--- config.mk ---
export PLATFORM = sky130hd
export DESIGN_NAME = oldg_core
export DESIGN_NICKNAME = d
export VERILOG_FILES = /design/src/inc/oldg_pkg.sv /design/src/design/oldg_timer.sv /design/src/design/oldg_core.sv
export SDC_FILE = /design/constraint.sdc
export NUM_CORES = 1
export LEC_CHECK = 0
export BUFFER_PORTS_ARGS = -buffer_cell sky130_fd_sc_hd__clkbuf_2
export CORE_MARGIN = 4
export CORE_UTILIZATION = 30
export CTS_CLUSTER_SIZE = 10
export DETAILED_ROUTE_END_ITERATION = 10
export SLEW_MARGIN = 20
export SYNTH_ARGS = -nofsm -noshare
export SYNTH_HDL_FRONTEND = slang
export SYNTH_SLANG_ARGS = --single-unit
export TNS_END_PERCENT = 50
--- constraint.sdc ---
create_clock -name clk -period 4.55 [get_ports clk]
set_input_delay 0.91 -clock clk [delete_from_list [all_inputs] [get_ports clk]]
set_output_delay 0.91 -clock clk [all_outputs]
set_load 0.01 [all_outputs]
--- src/inc/oldg_pkg.sv ---
package oldg_pkg;

   ////////////////////////////////////////////////////////////////////////////////
   // clock and timing, each time in its own unit with a derived cycle count
   localparam int CLK_PERIOD_NS = 25;
   localparam int NCH = 4;
   localparam int TMR_W = 17;
   localparam int ON_SHORT_US = 64;
   localparam int ON_LONG_US = 2000;
   localparam int LED_WIN_US = 2000;
   localparam int TRIG_WIN_US = 2000;
   localparam int TAIL_US = 100;
   localparam int OFF_TMO_US = 1200;
   localparam int FAULT_NS = 3300;
   // least times round up to whole cycles
   localparam int ON_SHORT_CYC = (ON_SHORT_US * 1000 + CLK_PERIOD_NS - 1) / CLK_PERIOD_NS;
   localparam int ON_LONG_CYC = (ON_LONG_US * 1000 + CLK_PERIOD_NS - 1) / CLK_PERIOD_NS;
   localparam int LED_WIN_CYC = (LED_WIN_US * 1000 + CLK_PERIOD_NS - 1) / CLK_PERIOD_NS;
   localparam int TRIG_WIN_CYC = (TRIG_WIN_US * 1000 + CLK_PERIOD_NS - 1) / CLK_PERIOD_NS;
   localparam int TAIL_CYC = (TAIL_US * 1000 + CLK_PERIOD_NS - 1) / CLK_PERIOD_NS;
   localparam int OFF_TMO_CYC = (OFF_TMO_US * 1000 + CLK_PERIOD_NS - 1) / CLK_PERIOD_NS;
   localparam int FAULT_CYC = (FAULT_NS + CLK_PERIOD_NS - 1) / CLK_PERIOD_NS;

   ////////////////////////////////////////////////////////////////////////////////
   // register word indices on the plain register port
   localparam logic [3:0] ADDR_QUICK = 4'h1;
   localparam logic [3:0] ADDR_CH_BASE = 4'h2;
   localparam logic [3:0] ADDR_DEVICE = 4'h7;
   localparam logic [3:0] ADDR_OL_CTRL = 4'hd;
   localparam logic [3:0] ADDR_LED_CTRL = 4'he;

   // field positions
   localparam int GLB_OPEN_BIT = 8;
   localparam int CH_OFF_BIT = 0;
   localparam int CH_ON_BIT = 1;
   localparam int CH_OC_BIT = 4;
   localparam int CH_OTW_BIT = 5;
   localparam int CH_OTS_BIT = 6;
   localparam int DEV_UV_BIT = 2;
   localparam int DEV_CPF_BIT = 3;
   localparam int FILT_LSB = 0;
   localparam int OFF_EN_LSB = 4;
   localparam int LED_EN_LSB = 0;
   localparam int TRIG_BIT = 4;
   localparam logic [3:0] CTRL_RESET = 4'h0;

   ////////////////////////////////////////////////////////////////////////////////
   // per-channel check state
   typedef enum logic [2:0] {
      S_IDLE,
      S_ON,
      S_LED,
      S_TRIG,
      S_TAIL,
      S_OFF
   } oldg_ch_state_t;

   // analog comparator and fault inputs, all asynchronous to clk
   typedef struct packed {
      logic [3:0] out_high;   // output above half supply
      logic [3:0] cur_low;    // load current under on-state threshold
      logic [3:0] led_cmp;    // output above supply minus led margin
      logic [3:0] off_thr;    // off-check current threshold reached
      logic [3:0] oc;         // overcurrent flags
      logic [3:0] otw;        // overtemperature warning
      logic [3:0] overtemp_shutdown_flag;        // overtemperature shutdown
      logic uv;               // undervoltage
      logic pump_fail_flag;              // charge pump failure
      logic serial_select_n;  // serial chip select
   } oldg_pins_t;

endpackage

--- src/design/oldg_timer.sv ---
module oldg_timer #(
   parameter int W = 17
) (
   input wire logic clk,            // system clock
   input wire logic rst_n,          // async reset, active low
   input wire logic clear,          // restart from zero
   output logic [W-1:0] count       // cycles since clear, saturating
);

   typedef struct packed {
      logic [W-1:0] cnt;
   } oldg_tmr_state_t;

   oldg_tmr_state_t q;
   oldg_tmr_state_t next_q;

   ////////////////////////////////////////////////////////////////////////////////
   // saturate so a forgotten timer never wraps into a false expiry
   always_comb
   begin
      next_q = q;
      if (clear)
         next_q.cnt = '0;
      else if (q.cnt != {W{1'b1}})
         next_q.cnt = q.cnt + 1'b1;
   end

   always_ff @(posedge clk or negedge rst_n)
   begin
      if (!rst_n)
         q <= '0;
      else
         q <= next_q;
   end

   assign count = q.cnt;

endmodule

--- src/design/oldg_core.sv ---
module oldg_core #(
   parameter int ON_LONG = oldg_pkg::ON_LONG_CYC,
   parameter int LED_WIN = oldg_pkg::LED_WIN_CYC,
   parameter int TRIG_WIN = oldg_pkg::TRIG_WIN_CYC,
   parameter int OFF_TMO = oldg_pkg::OFF_TMO_CYC
) (
   input wire logic clk,                   // 40 MHz system clock
   input wire logic rst_n,                 // async reset, active low
   input wire logic [3:0] addr,            // register word index
   input wire logic [15:0] wdata,          // write data
   input wire logic wr,                    // write strobe
   input wire logic rd,                    // read strobe
   output logic [15:0] rdata,              // read data, cycle after rd
   input wire logic [3:0] out_cmd,         // turn-on commands, same clock
   input wire oldg_pkg::oldg_pins_t pins,  // asynchronous comparator inputs
   output logic [3:0] power_outputs,       // output switch drive
   output logic [3:0] led_test_current,    // led test source enable
   output logic [3:0] off_check_thr_sel,   // fixed off-check threshold
   output logic [3:0] channel_summary_flag, // per-channel summary
   output logic global_open_flag           // any open load latched
);

   typedef struct packed {
      oldg_pkg::oldg_pins_t s1;
      oldg_pkg::oldg_pins_t s2;
      logic sel_d;
      oldg_pkg::oldg_ch_state_t [3:0] st;
      logic [3:0] on_check_filter_select;
      logic [3:0] led_check_enable;
      logic [3:0] off_check_enable;
      logic led_check_trigger;
      logic trig_run;
      logic [3:0] on_open_flag;
      logic [3:0] on_from_led;
      logic [3:0] off_open_flag;
      logic [7:0] fault_cnt;
      logic [3:0] drive;
      logic [3:0] led_cur;
      logic [3:0] thr_sel;
      logic [3:0] summary;
      logic glob;
      logic [15:0] rdata;
   } oldg_state_t;

   localparam logic [7:0] FAULT_LIM = 8'(oldg_pkg::FAULT_CYC);
   localparam logic [16:0] ON_SHORT_END = 17'(oldg_pkg::ON_SHORT_CYC - 1);
   localparam logic [16:0] ON_LONG_END = 17'(ON_LONG - 1);
   localparam logic [16:0] LED_END = 17'(LED_WIN - 1);
   localparam logic [16:0] TRIG_END = 17'(TRIG_WIN - 1);
   localparam logic [16:0] TAIL_END = 17'(oldg_pkg::TAIL_CYC - 1);
   localparam logic [16:0] OFF_END = 17'(OFF_TMO - 1);

   oldg_state_t q;
   oldg_state_t next_q;
   logic [16:0] tcnt [4];
   logic [3:0] tclr;
   logic sel_rise;
   logic fault;
   logic trip;
   logic launch;
   logic busy;
   logic [3:0] rd_ch;
   logic [3:0] set_on;
   logic [3:0] set_off;
   logic [3:0] clr_on;

   ////////////////////////////////////////////////////////////////////////////////
   // one timer per channel so concurrent checks never share a count
   genvar g;
   generate
      for (g = 0; g < oldg_pkg::NCH; g++)
      begin : gen_tmr
         oldg_timer #(
            .W(oldg_pkg::TMR_W)
         ) u_tmr (
            .clk(clk),
            .rst_n(rst_n),
            .clear(tclr[g]),
            .count(tcnt[g])
         );
      end
   endgenerate

   ////////////////////////////////////////////////////////////////////////////////
   // next-state logic for the whole block
   always_comb
   begin
      next_q = q;
      tclr = '0;
      set_on = '0;
      set_off = '0;
      clr_on = '0;
      rd_ch = '0;
      // two-stage synchroniser, only stage two is looked at
      next_q.s1 = pins;
      next_q.s2 = q.s1;
      next_q.sel_d = q.s2.serial_select_n;
      sel_rise = q.s2.serial_select_n & ~q.sel_d;
      // common fault deglitch; a tripped fault aborts running off checks only and blocks new ones
      fault = q.s2.uv | q.s2.pump_fail_flag | (|q.s2.overtemp_shutdown_flag);
      trip = (q.fault_cnt == FAULT_LIM);
      if (!fault)
         next_q.fault_cnt = '0;
      else if (!trip)
         next_q.fault_cnt = q.fault_cnt + 8'h01;
      busy = 1'b0;
      for (int c = 0; c < oldg_pkg::NCH; c++)
         busy = busy | (q.st[c] == oldg_pkg::S_TRIG) | (q.st[c] == oldg_pkg::S_TAIL);
      launch = q.led_check_trigger & ~q.trig_run;
      if (launch)
         next_q.trig_run = 1'b1;
      else if (q.trig_run && !busy)
      begin
         next_q.trig_run = 1'b0;
         next_q.led_check_trigger = 1'b0;
      end
      // register writes
      if (wr)
      begin
         case (addr)
            oldg_pkg::ADDR_OL_CTRL:
            begin
               next_q.on_check_filter_select = wdata[oldg_pkg::FILT_LSB +: 4];
               for (int c = 0; c < oldg_pkg::NCH; c++)
                  if (q.st[c] != oldg_pkg::S_OFF)
                     next_q.off_check_enable[c] = wdata[oldg_pkg::OFF_EN_LSB + c];
            end
            oldg_pkg::ADDR_LED_CTRL:
            begin
               next_q.led_check_enable = wdata[oldg_pkg::LED_EN_LSB +: 4];
               if (!q.trig_run)
                  next_q.led_check_trigger = wdata[oldg_pkg::TRIG_BIT];
            end
            default:
               next_q.led_check_trigger = next_q.led_check_trigger;
         endcase
      end
      // register reads, data shows the flags as they stood before clearing
      next_q.rdata = '0;
      if (rd)
      begin
         case (addr)
            oldg_pkg::ADDR_QUICK:
            begin
               next_q.rdata[3:0] = q.summary;
               next_q.rdata[oldg_pkg::GLB_OPEN_BIT] = q.glob;
            end
            oldg_pkg::ADDR_DEVICE:
            begin
               next_q.rdata[oldg_pkg::DEV_UV_BIT] = q.s2.uv;
               next_q.rdata[oldg_pkg::DEV_CPF_BIT] = q.s2.pump_fail_flag;
               next_q.rdata[oldg_pkg::GLB_OPEN_BIT] = q.glob;
            end
            oldg_pkg::ADDR_OL_CTRL:
            begin
               next_q.rdata[oldg_pkg::FILT_LSB +: 4] = q.on_check_filter_select;
               next_q.rdata[oldg_pkg::OFF_EN_LSB +: 4] = q.off_check_enable;
            end
            oldg_pkg::ADDR_LED_CTRL:
            begin
               next_q.rdata[oldg_pkg::LED_EN_LSB +: 4] = q.led_check_enable;
               next_q.rdata[oldg_pkg::TRIG_BIT] = q.led_check_trigger;
            end
            default:
            begin
               for (int c = 0; c < oldg_pkg::NCH; c++)
                  if (addr == 4'(oldg_pkg::ADDR_CH_BASE + 4'(c)))
                  begin
                     rd_ch[c] = 1'b1;
                     next_q.rdata[oldg_pkg::CH_OFF_BIT] = q.off_open_flag[c];
                     next_q.rdata[oldg_pkg::CH_ON_BIT] = q.on_open_flag[c];
                     next_q.rdata[oldg_pkg::CH_OC_BIT] = q.s2.oc[c];
                     next_q.rdata[oldg_pkg::CH_OTW_BIT] = q.s2.otw[c];
                     next_q.rdata[oldg_pkg::CH_OTS_BIT] = q.s2.overtemp_shutdown_flag[c];
                     next_q.rdata[oldg_pkg::GLB_OPEN_BIT] = q.glob;
                  end
            end
         endcase
      end
      // per-channel check sequencer
      for (int c = 0; c < oldg_pkg::NCH; c++)
      begin
         case (q.st[c])
            oldg_pkg::S_IDLE:
            begin
               if (q.off_check_enable[c] && sel_rise && !trip)
                  next_q.st[c] = oldg_pkg::S_OFF;
               else if (out_cmd[c])
                  next_q.st[c] = oldg_pkg::S_ON;
            end
            oldg_pkg::S_ON:
            begin
               // a low output restarts the filter in either method
               if (!q.s2.out_high[c])
                  tclr[c] = 1'b1;
               if (!out_cmd[c])
                  next_q.st[c] = q.led_check_enable[c] ? oldg_pkg::S_LED
                                                       : oldg_pkg::S_IDLE;
               else if (launch && q.led_check_enable[c])
                  next_q.st[c] = oldg_pkg::S_TRIG;
               else if (!q.led_check_enable[c])
               begin
                  // filter restarts on every low output or good current
                  if (!q.s2.out_high[c] || !q.s2.cur_low[c])
                     tclr[c] = 1'b1;
                  else if (tcnt[c] >= (q.on_check_filter_select[c] ? ON_LONG_END
                                                                   : ON_SHORT_END))
                     set_on[c] = 1'b1;
               end
            end
            oldg_pkg::S_LED:
            begin
               if (!q.s2.led_cmp[c])
                  next_q.st[c] = oldg_pkg::S_IDLE;
               else if (out_cmd[c])
               begin
                  set_on[c] = 1'b1;
                  next_q.st[c] = oldg_pkg::S_ON;
               end
               else if (tcnt[c] >= LED_END)
               begin
                  set_on[c] = 1'b1;
                  next_q.st[c] = oldg_pkg::S_IDLE;
               end
            end
            oldg_pkg::S_TRIG:
            begin
               if (!q.s2.led_cmp[c])
                  next_q.st[c] = oldg_pkg::S_TAIL;
               else if (tcnt[c] >= TRIG_END)
               begin
                  set_on[c] = 1'b1;
                  next_q.st[c] = oldg_pkg::S_TAIL;
               end
            end
            oldg_pkg::S_TAIL:
            begin
               if (tcnt[c] >= TAIL_END)
                  next_q.st[c] = oldg_pkg::S_ON;
            end
            oldg_pkg::S_OFF:
            begin
               if (trip)
               begin
                  next_q.st[c] = oldg_pkg::S_IDLE;
                  next_q.off_check_enable[c] = 1'b0;
               end
               else if (q.s2.off_thr[c])
               begin
                  next_q.st[c] = oldg_pkg::S_IDLE;
                  next_q.off_check_enable[c] = 1'b0;
               end
               else if (tcnt[c] >= OFF_END)
               begin
                  set_off[c] = 1'b1;
                  next_q.st[c] = oldg_pkg::S_IDLE;
                  next_q.off_check_enable[c] = 1'b0;
               end
            end
            default:
               next_q.st[c] = oldg_pkg::S_IDLE;
         endcase
         if (next_q.st[c] != q.st[c])
            tclr[c] = 1'b1;
         // current-method flag waits for the fault to go; led flag does not
         clr_on[c] = rd_ch[c] && (q.on_from_led[c]
                     || !(q.s2.out_high[c] && q.s2.cur_low[c]));
         next_q.on_open_flag[c] = (q.on_open_flag[c] & ~clr_on[c]) | set_on[c];
         if (set_on[c])
            next_q.on_from_led[c] = q.led_check_enable[c];
         next_q.off_open_flag[c] = (q.off_open_flag[c] & ~rd_ch[c]) | set_off[c];
         // the flags never touch the drive of a commanded-on output
         next_q.drive[c] = (next_q.st[c] == oldg_pkg::S_ON)
                           || (next_q.st[c] == oldg_pkg::S_TAIL)
                           || (next_q.st[c] == oldg_pkg::S_OFF);
         next_q.led_cur[c] = (next_q.st[c] == oldg_pkg::S_LED)
                             || (next_q.st[c] == oldg_pkg::S_TRIG)
                             || (next_q.st[c] == oldg_pkg::S_TAIL);
         // separate select line: host overcurrent settings stay as written
         next_q.thr_sel[c] = (next_q.st[c] == oldg_pkg::S_OFF);
         next_q.summary[c] = q.s2.oc[c] | q.s2.otw[c] | q.s2.overtemp_shutdown_flag[c]
                             | next_q.on_open_flag[c] | next_q.off_open_flag[c];
      end
      next_q.glob = (|next_q.on_open_flag) | (|next_q.off_open_flag);
   end

   ////////////////////////////////////////////////////////////////////////////////
   // state register
   always_ff @(posedge clk or negedge rst_n)
   begin
      if (!rst_n)
      begin
         q <= '0;
         q.s1.serial_select_n <= 1'b1;
         q.s2.serial_select_n <= 1'b1;
         q.sel_d <= 1'b1;
         q.off_check_enable <= oldg_pkg::CTRL_RESET;
      end
      else
         q <= next_q;
   end

   assign rdata = q.rdata;
   assign power_outputs = q.drive;
   assign led_test_current = q.led_cur;
   assign off_check_thr_sel = q.thr_sel;
   assign channel_summary_flag = q.summary;
   assign global_open_flag = q.glob;

   ////////////////////////////////////////////////////////////////////////////////
   // checks per channel
   generate
      for (g = 0; g < oldg_pkg::NCH; g++)
      begin : gen_chk
         AST_ON_KEEPS: assert property (@(posedge clk) disable iff (!rst_n)
            q.st[g] == oldg_pkg::S_ON && out_cmd[g] && !launch |=> power_outputs[g])
            else $error("output dropped while commanded on");
         AST_FILT_RESET: assert property (@(posedge clk) disable iff (!rst_n)
            q.st[g] == oldg_pkg::S_ON && !q.s2.out_high[g] |=> tcnt[g] == '0)
            else $error("deglitch count survived a low output");
         AST_ON_GLOBAL: assert property (@(posedge clk) disable iff (!rst_n)
            $rose(q.on_open_flag[g]) |-> global_open_flag && channel_summary_flag[g])
            else $error("on-state result missing from summary flags");
         AST_OFF_START: assert property (@(posedge clk) disable iff (!rst_n)
            q.st[g] == oldg_pkg::S_IDLE && q.off_check_enable[g] && sel_rise && !trip
            |=> q.st[g] == oldg_pkg::S_OFF ##1 off_check_thr_sel[g] && power_outputs[g])
            else $error("off check did not start on select rise");
         AST_OFF_TMO: assert property (@(posedge clk) disable iff (!rst_n)
            q.st[g] == oldg_pkg::S_OFF && tcnt[g] >= OFF_END && !trip && !q.s2.off_thr[g]
            |=> q.off_open_flag[g] && !q.off_check_enable[g] ##1 !power_outputs[g])
            else $error("off timeout did not flag and end");
         AST_OFF_PASS: assert property (@(posedge clk) disable iff (!rst_n)
            q.st[g] == oldg_pkg::S_OFF && q.s2.off_thr[g] && !trip
            |=> !q.off_check_enable[g] && q.off_open_flag[g] == $past(q.off_open_flag[g]))
            else $error("threshold pass left check running or flagged");
         AST_OFF_LATCH: assert property (@(posedge clk) disable iff (!rst_n)
            q.off_open_flag[g] && !rd_ch[g] |=> q.off_open_flag[g])
            else $error("off flag dropped without status read");
         AST_LED_PASS: assert property (@(posedge clk) disable iff (!rst_n)
            q.st[g] == oldg_pkg::S_LED && !q.s2.led_cmp[g] |=> ##1 !led_test_current[g])
            else $error("test current left on after pass");
         AST_TAIL_END: assert property (@(posedge clk) disable iff (!rst_n)
            q.st[g] == oldg_pkg::S_TAIL && tcnt[g] >= TAIL_END
            |=> q.st[g] == oldg_pkg::S_ON ##1 !led_test_current[g])
            else $error("test current tail did not end");
         AST_OFF_LOCK: assert property (@(posedge clk) disable iff (!rst_n)
            q.st[g] == oldg_pkg::S_OFF && wr && !trip && !q.s2.off_thr[g] && tcnt[g] < OFF_END
            |=> q.off_check_enable[g] && q.st[g] == oldg_pkg::S_OFF)
            else $error("write disturbed a running off check");
      end
   endgenerate

   AST_TRIG_CLR: assert property (@(posedge clk) disable iff (!rst_n)
      q.trig_run && !busy |=> !q.led_check_trigger ##1 !q.trig_run)
      else $error("trigger bit did not clear after detection");

   COV_OFF_FLAG: cover property (@(posedge clk) disable iff (!rst_n)
      $rose(q.off_open_flag[0]));
   COV_LED_FLAG: cover property (@(posedge clk) disable iff (!rst_n)
      q.st[3] == oldg_pkg::S_LED ##1 $rose(q.on_open_flag[3]));
   COV_TRIG_DONE: cover property (@(posedge clk) disable iff (!rst_n)
      $fell(q.trig_run));
   COV_ABORT: cover property (@(posedge clk) disable iff (!rst_n)
      q.st[1] == oldg_pkg::S_OFF && trip);

endmodule

==> flow_summary_export.csv <==
group,metric,value,unit
status,outcome,"complete, no violations",
min_path,holdPathEnd,"q[81]",
placement,io_buffers,76,
timing,slew_viol_final,0,
detailed_routing,wl_per_cell,15.7,µm
timing,finalHoldViolCount,0,
critical_path,cp_slowest_cell,"a311o_1",
placement,gp_congestion,0.844,
grt,antenna_found_initial,0,
detailed_routing,via_count,7524,
min_path,worstHoldStart,"next_q[81]",
clock_tree,cts_setup_buffers,0,
timing,finClkSkew,0.0189,ns
power_and_ir_drop,vdd_ir_drop_max,0.000270,V
floorplan,start_util,30.5,%
timing,slew-limit-headroom,34.5,%
timing,finalCritPeriodShare,66.7,%
detailed_routing,via_per_inst,4.91,
min_path,min_path_cells,0,
critical_path,cp-start-kind,"register",
power_and_ir_drop,pwr-share-comb,19.5,%
critical_path,crit_cells,9,
yosys,synth_top_area_share,48.6,%
critical_path,r2r-start,"q[33]",
power_and_ir_drop,power_density,429,nW/µm²
grt,grt_usage,12.5,%
placement,dp_hpwl,17.6,mm
critical_path,worstPathArrival,3.38,ns
grt,grt_max_degree,88,
yosys,yosysTopAreaCell,"dfrtp_1",
critical_path,reg2reg_slack,1.51,ns
yosys,synth_flop_cell,"dfrtp_1",
clock_tree,clk_latency,0.51,ns
power_and_ir_drop,p_sw,1.55,mW
yosys,synth_area_leaders,"dfrtp_1 (49%), nor2_1 (4.2%), ha_1 (3.6%), xor2_1 (3.3%), nand2_1 (3.2%)",
detailed_routing,drt_iter0_drc,486,
timing,setup_slack,1.51,ns
clock_tree,cts_root_buf,"clkbuf_16",
timing,tightest_slew,0.976,ns
floorplan,io_pins,92,
floorplan,coreArea,33700,µm²
clock_tree,cts_hold_buf,0,
yosys,synth_most_common_cell,"dfrtp_1",
yosys,seq_area_frac_synth,49.4,%
grt,grt_pass1_vias,7386,
critical_path,reg2reg_depth,9,
power_and_ir_drop,p_sw_share,31.0,%
final_layout,diodes,0,
timing,max_freq,329,MHz
detailed_routing,firstDrtPassIters,7,
clock_tree,cts_max_path_buffers,3,
final_layout,n_fill_cell,3417,
final_layout,drive_above_1_share,14.6,%
timing,timing.final.setup_violations,0,
detailed_routing,ant_nets,0,
critical_path,path_delay_family,"compound AO/OA/AOI/OAI gates",
power_and_ir_drop,p_seq_share,44.4,%
critical_path,cp_slowest_stage_delay,0.75,ns
final_layout,fin_nets,1159,
clock_tree,cts_tree,"done",
timing,setup_tns,0,ns
power_and_ir_drop,p_int,3.45,mW
min_path,hold_path_class,"reg -> reg",
detailed_routing,drc,0,
detailed_routing,wl,24.0,mm
yosys,synth_area_per_cell,10.0,µm²
timing,rsz0062_at_grt,"false",
flow_run,maxCapViolations,0,
critical_path,crit_buf_inv,1,
final_layout,area_growth,13.0,%
critical_path,required,4.89,ns
clock_tree,cts_buffers,25,
floorplan,rows,67,
power_and_ir_drop,clkPwrFrac,36.1,%
clock_tree,post_cts_resized,0,
power_and_ir_drop,leakage,5.22,nW
yosys,ys_ff_latch,203,
floorplan,die_y,193,µm
clock_tree,htreeDepth,1,
timing,min_period,3.04,ns
yosys,synth_commonest_cells,"dfrtp_1 (200), nor2_1 (116), nand2_1 (89)",
critical_path,cp_max_fo,17,
critical_path,r2r-end,"gen_tmr[3].u_tmr.count[5]",
floorplan,die_area,37300,µm²
critical_path,path_class,"reg -> reg",
placement,dp_slack,1.48,ns
final_layout,utilization,34.5,%
yosys,synthCells,1025,
final_layout,regArea,5080,µm²
grt,overflow,0,
clock_tree,path_clk_slew,0.06,ns
floorplan,fp.dieW,193,µm
final_layout,multiInputGateArea,4670,µm²
clock_tree,cts_num_sinks,203,
critical_path,path_cells,"inv_1, ha_1, and3b_1, a21oi_1, and4_1, a21oi_4, a31oi_1, a311o_1, nor3_1",
yosys,ys_types,83,
grt,grt_pass1_wl,39.6,mm
yosys,async_flop_share,100,%
critical_path,cp-end-kind,"register",
yosys,yosys_warnings,0,
yosys,netlist_area,10300,µm²
yosys,synth_edf_count,0,
## cells by family (layout without fill, tap and decap cells)
family,Yosys count,after routing,share of synthesized area (%)
adder cells (fa/ha/maj),30,30,3.65
other,1,7,0.0364
XOR/XNOR,64,64,5.45
flip-flops,203,203,49.4
AO/OA/AOI/OAI,180,180,12.4
buffers and inverters,106,158,5.47
AND/OR/NAND/NOR,417,417,21.0
multiplexers,24,24,2.55
## worst max path at each step
stage	from	to	slack, ns
final	q[33]	gen_tmr[3].u_tmr.count[5]	1.51
after floorplan	addr[1]	channel_summary_flag[0]	1.68
after detailed placement	q[33]	gen_tmr[3].u_tmr.count[5]	1.48
after global placement	q[33]	gen_tmr[3].u_tmr.count[1]	1.47
after CTS	q[34]	gen_tmr[3].u_tmr.count[5]	1.45
after global routing	q[34]	gen_tmr[3].u_tmr.count[5]	1.26
## cells in the final DEF (no fill, tap or decap), types with 6 or more instances in the layout
cell and count:
dfrtp_1 200, nor2_1 115, nand2_1 89, clkbuf_2 75
xor2_1 39, inv_1 35, a21oi_1 35, nand3_1 34
o21ai_0 34, nor3_1 33, ha_1 30, xnor2_1 25
clkbuf_16 25, and3_1 16, mux2i_1 15, nand2b_1 13
nand4_1 13, nor4_1 12, and2_1 11, nand3b_1 10
nor3_2 10, a31oi_1 9, o211ai_1 9, a22oi_1 8
nor2b_1 8, mux2_2 8, a21boi_0 8, clkbuf_1 8
nor3b_1 7, a21o_1 7, o21a_1 7, conb_1 7
buf_4 7, or3_1 6, nand4b_1 6, nor4b_1 6
clkbuf_8 6
## worst reg2reg max path, stage by stage, from the launching register on
cell and delay [ns]:
dfrtp_1 0.36, inv_1 0.08, ha_1 0.19, and3b_1 0.21, a21oi_1 0.54, and4_1 0.33
a21oi_4 0.06, a31oi_1 0.20, a311o_1 0.75, nor3_1 0.15
## cell type report
cell class | instances | area share (%)
tap | 448 | 4.82
sequential | 203 | 43.7
multi-input combinational | 722 | 40.2
clock inverter | 2 | 0.140
clock buffer | 38 | 6.23
inverter | 35 | 1.13
timing repair buffer | 83 | 3.80
## registers in the layout (all words and copies together), names as in the netlist
signal and cells:
led_test_current 4, next_q 32, global_open_flag 1, rdata 9
power_outputs 4, off_check_thr_sel 4, q 77, channel_summary_flag 4
gen_tmr.u_tmr.count 68
## routing by layer
layer / track usage, % / share of wire, % / vias up
met3: 1.70 / 4.9 / 37
met2: 19.6 / 45 / 194
li1: - / - / 3696
met5: 0 / 0 / -
met1: 18.2 / 48 / 3597
met4: 3.46 / 2.1 / 0
## power groups by stage
stage,clock network [mW],registers (mW),logic (mW)
2_1_floorplan,0,2.16,0.844
3_3_place_gp,0,2.24,0.970
3_5_place_dp,0,2.24,0.983
4_1_cts,1.86,2.21,0.988
5_1_grt,1.92,2.25,1.09
6_report,1.80,2.22,0.973
## per-stage QoR
step	total power, mW	hold WS [ns]	area [µm²]	cells
finish	4.99	0.340	11600	1531
detailed placement	3.23	0.335	10900	1491
floorplan	3.01	0.331	10300	1031
global placement	3.21	0.334	10900	1491
global route	5.26	0.348	11600	1531
CTS	5.06	0.341	11600	1531
No activity file was read; power rests on OpenSTA's default activity.
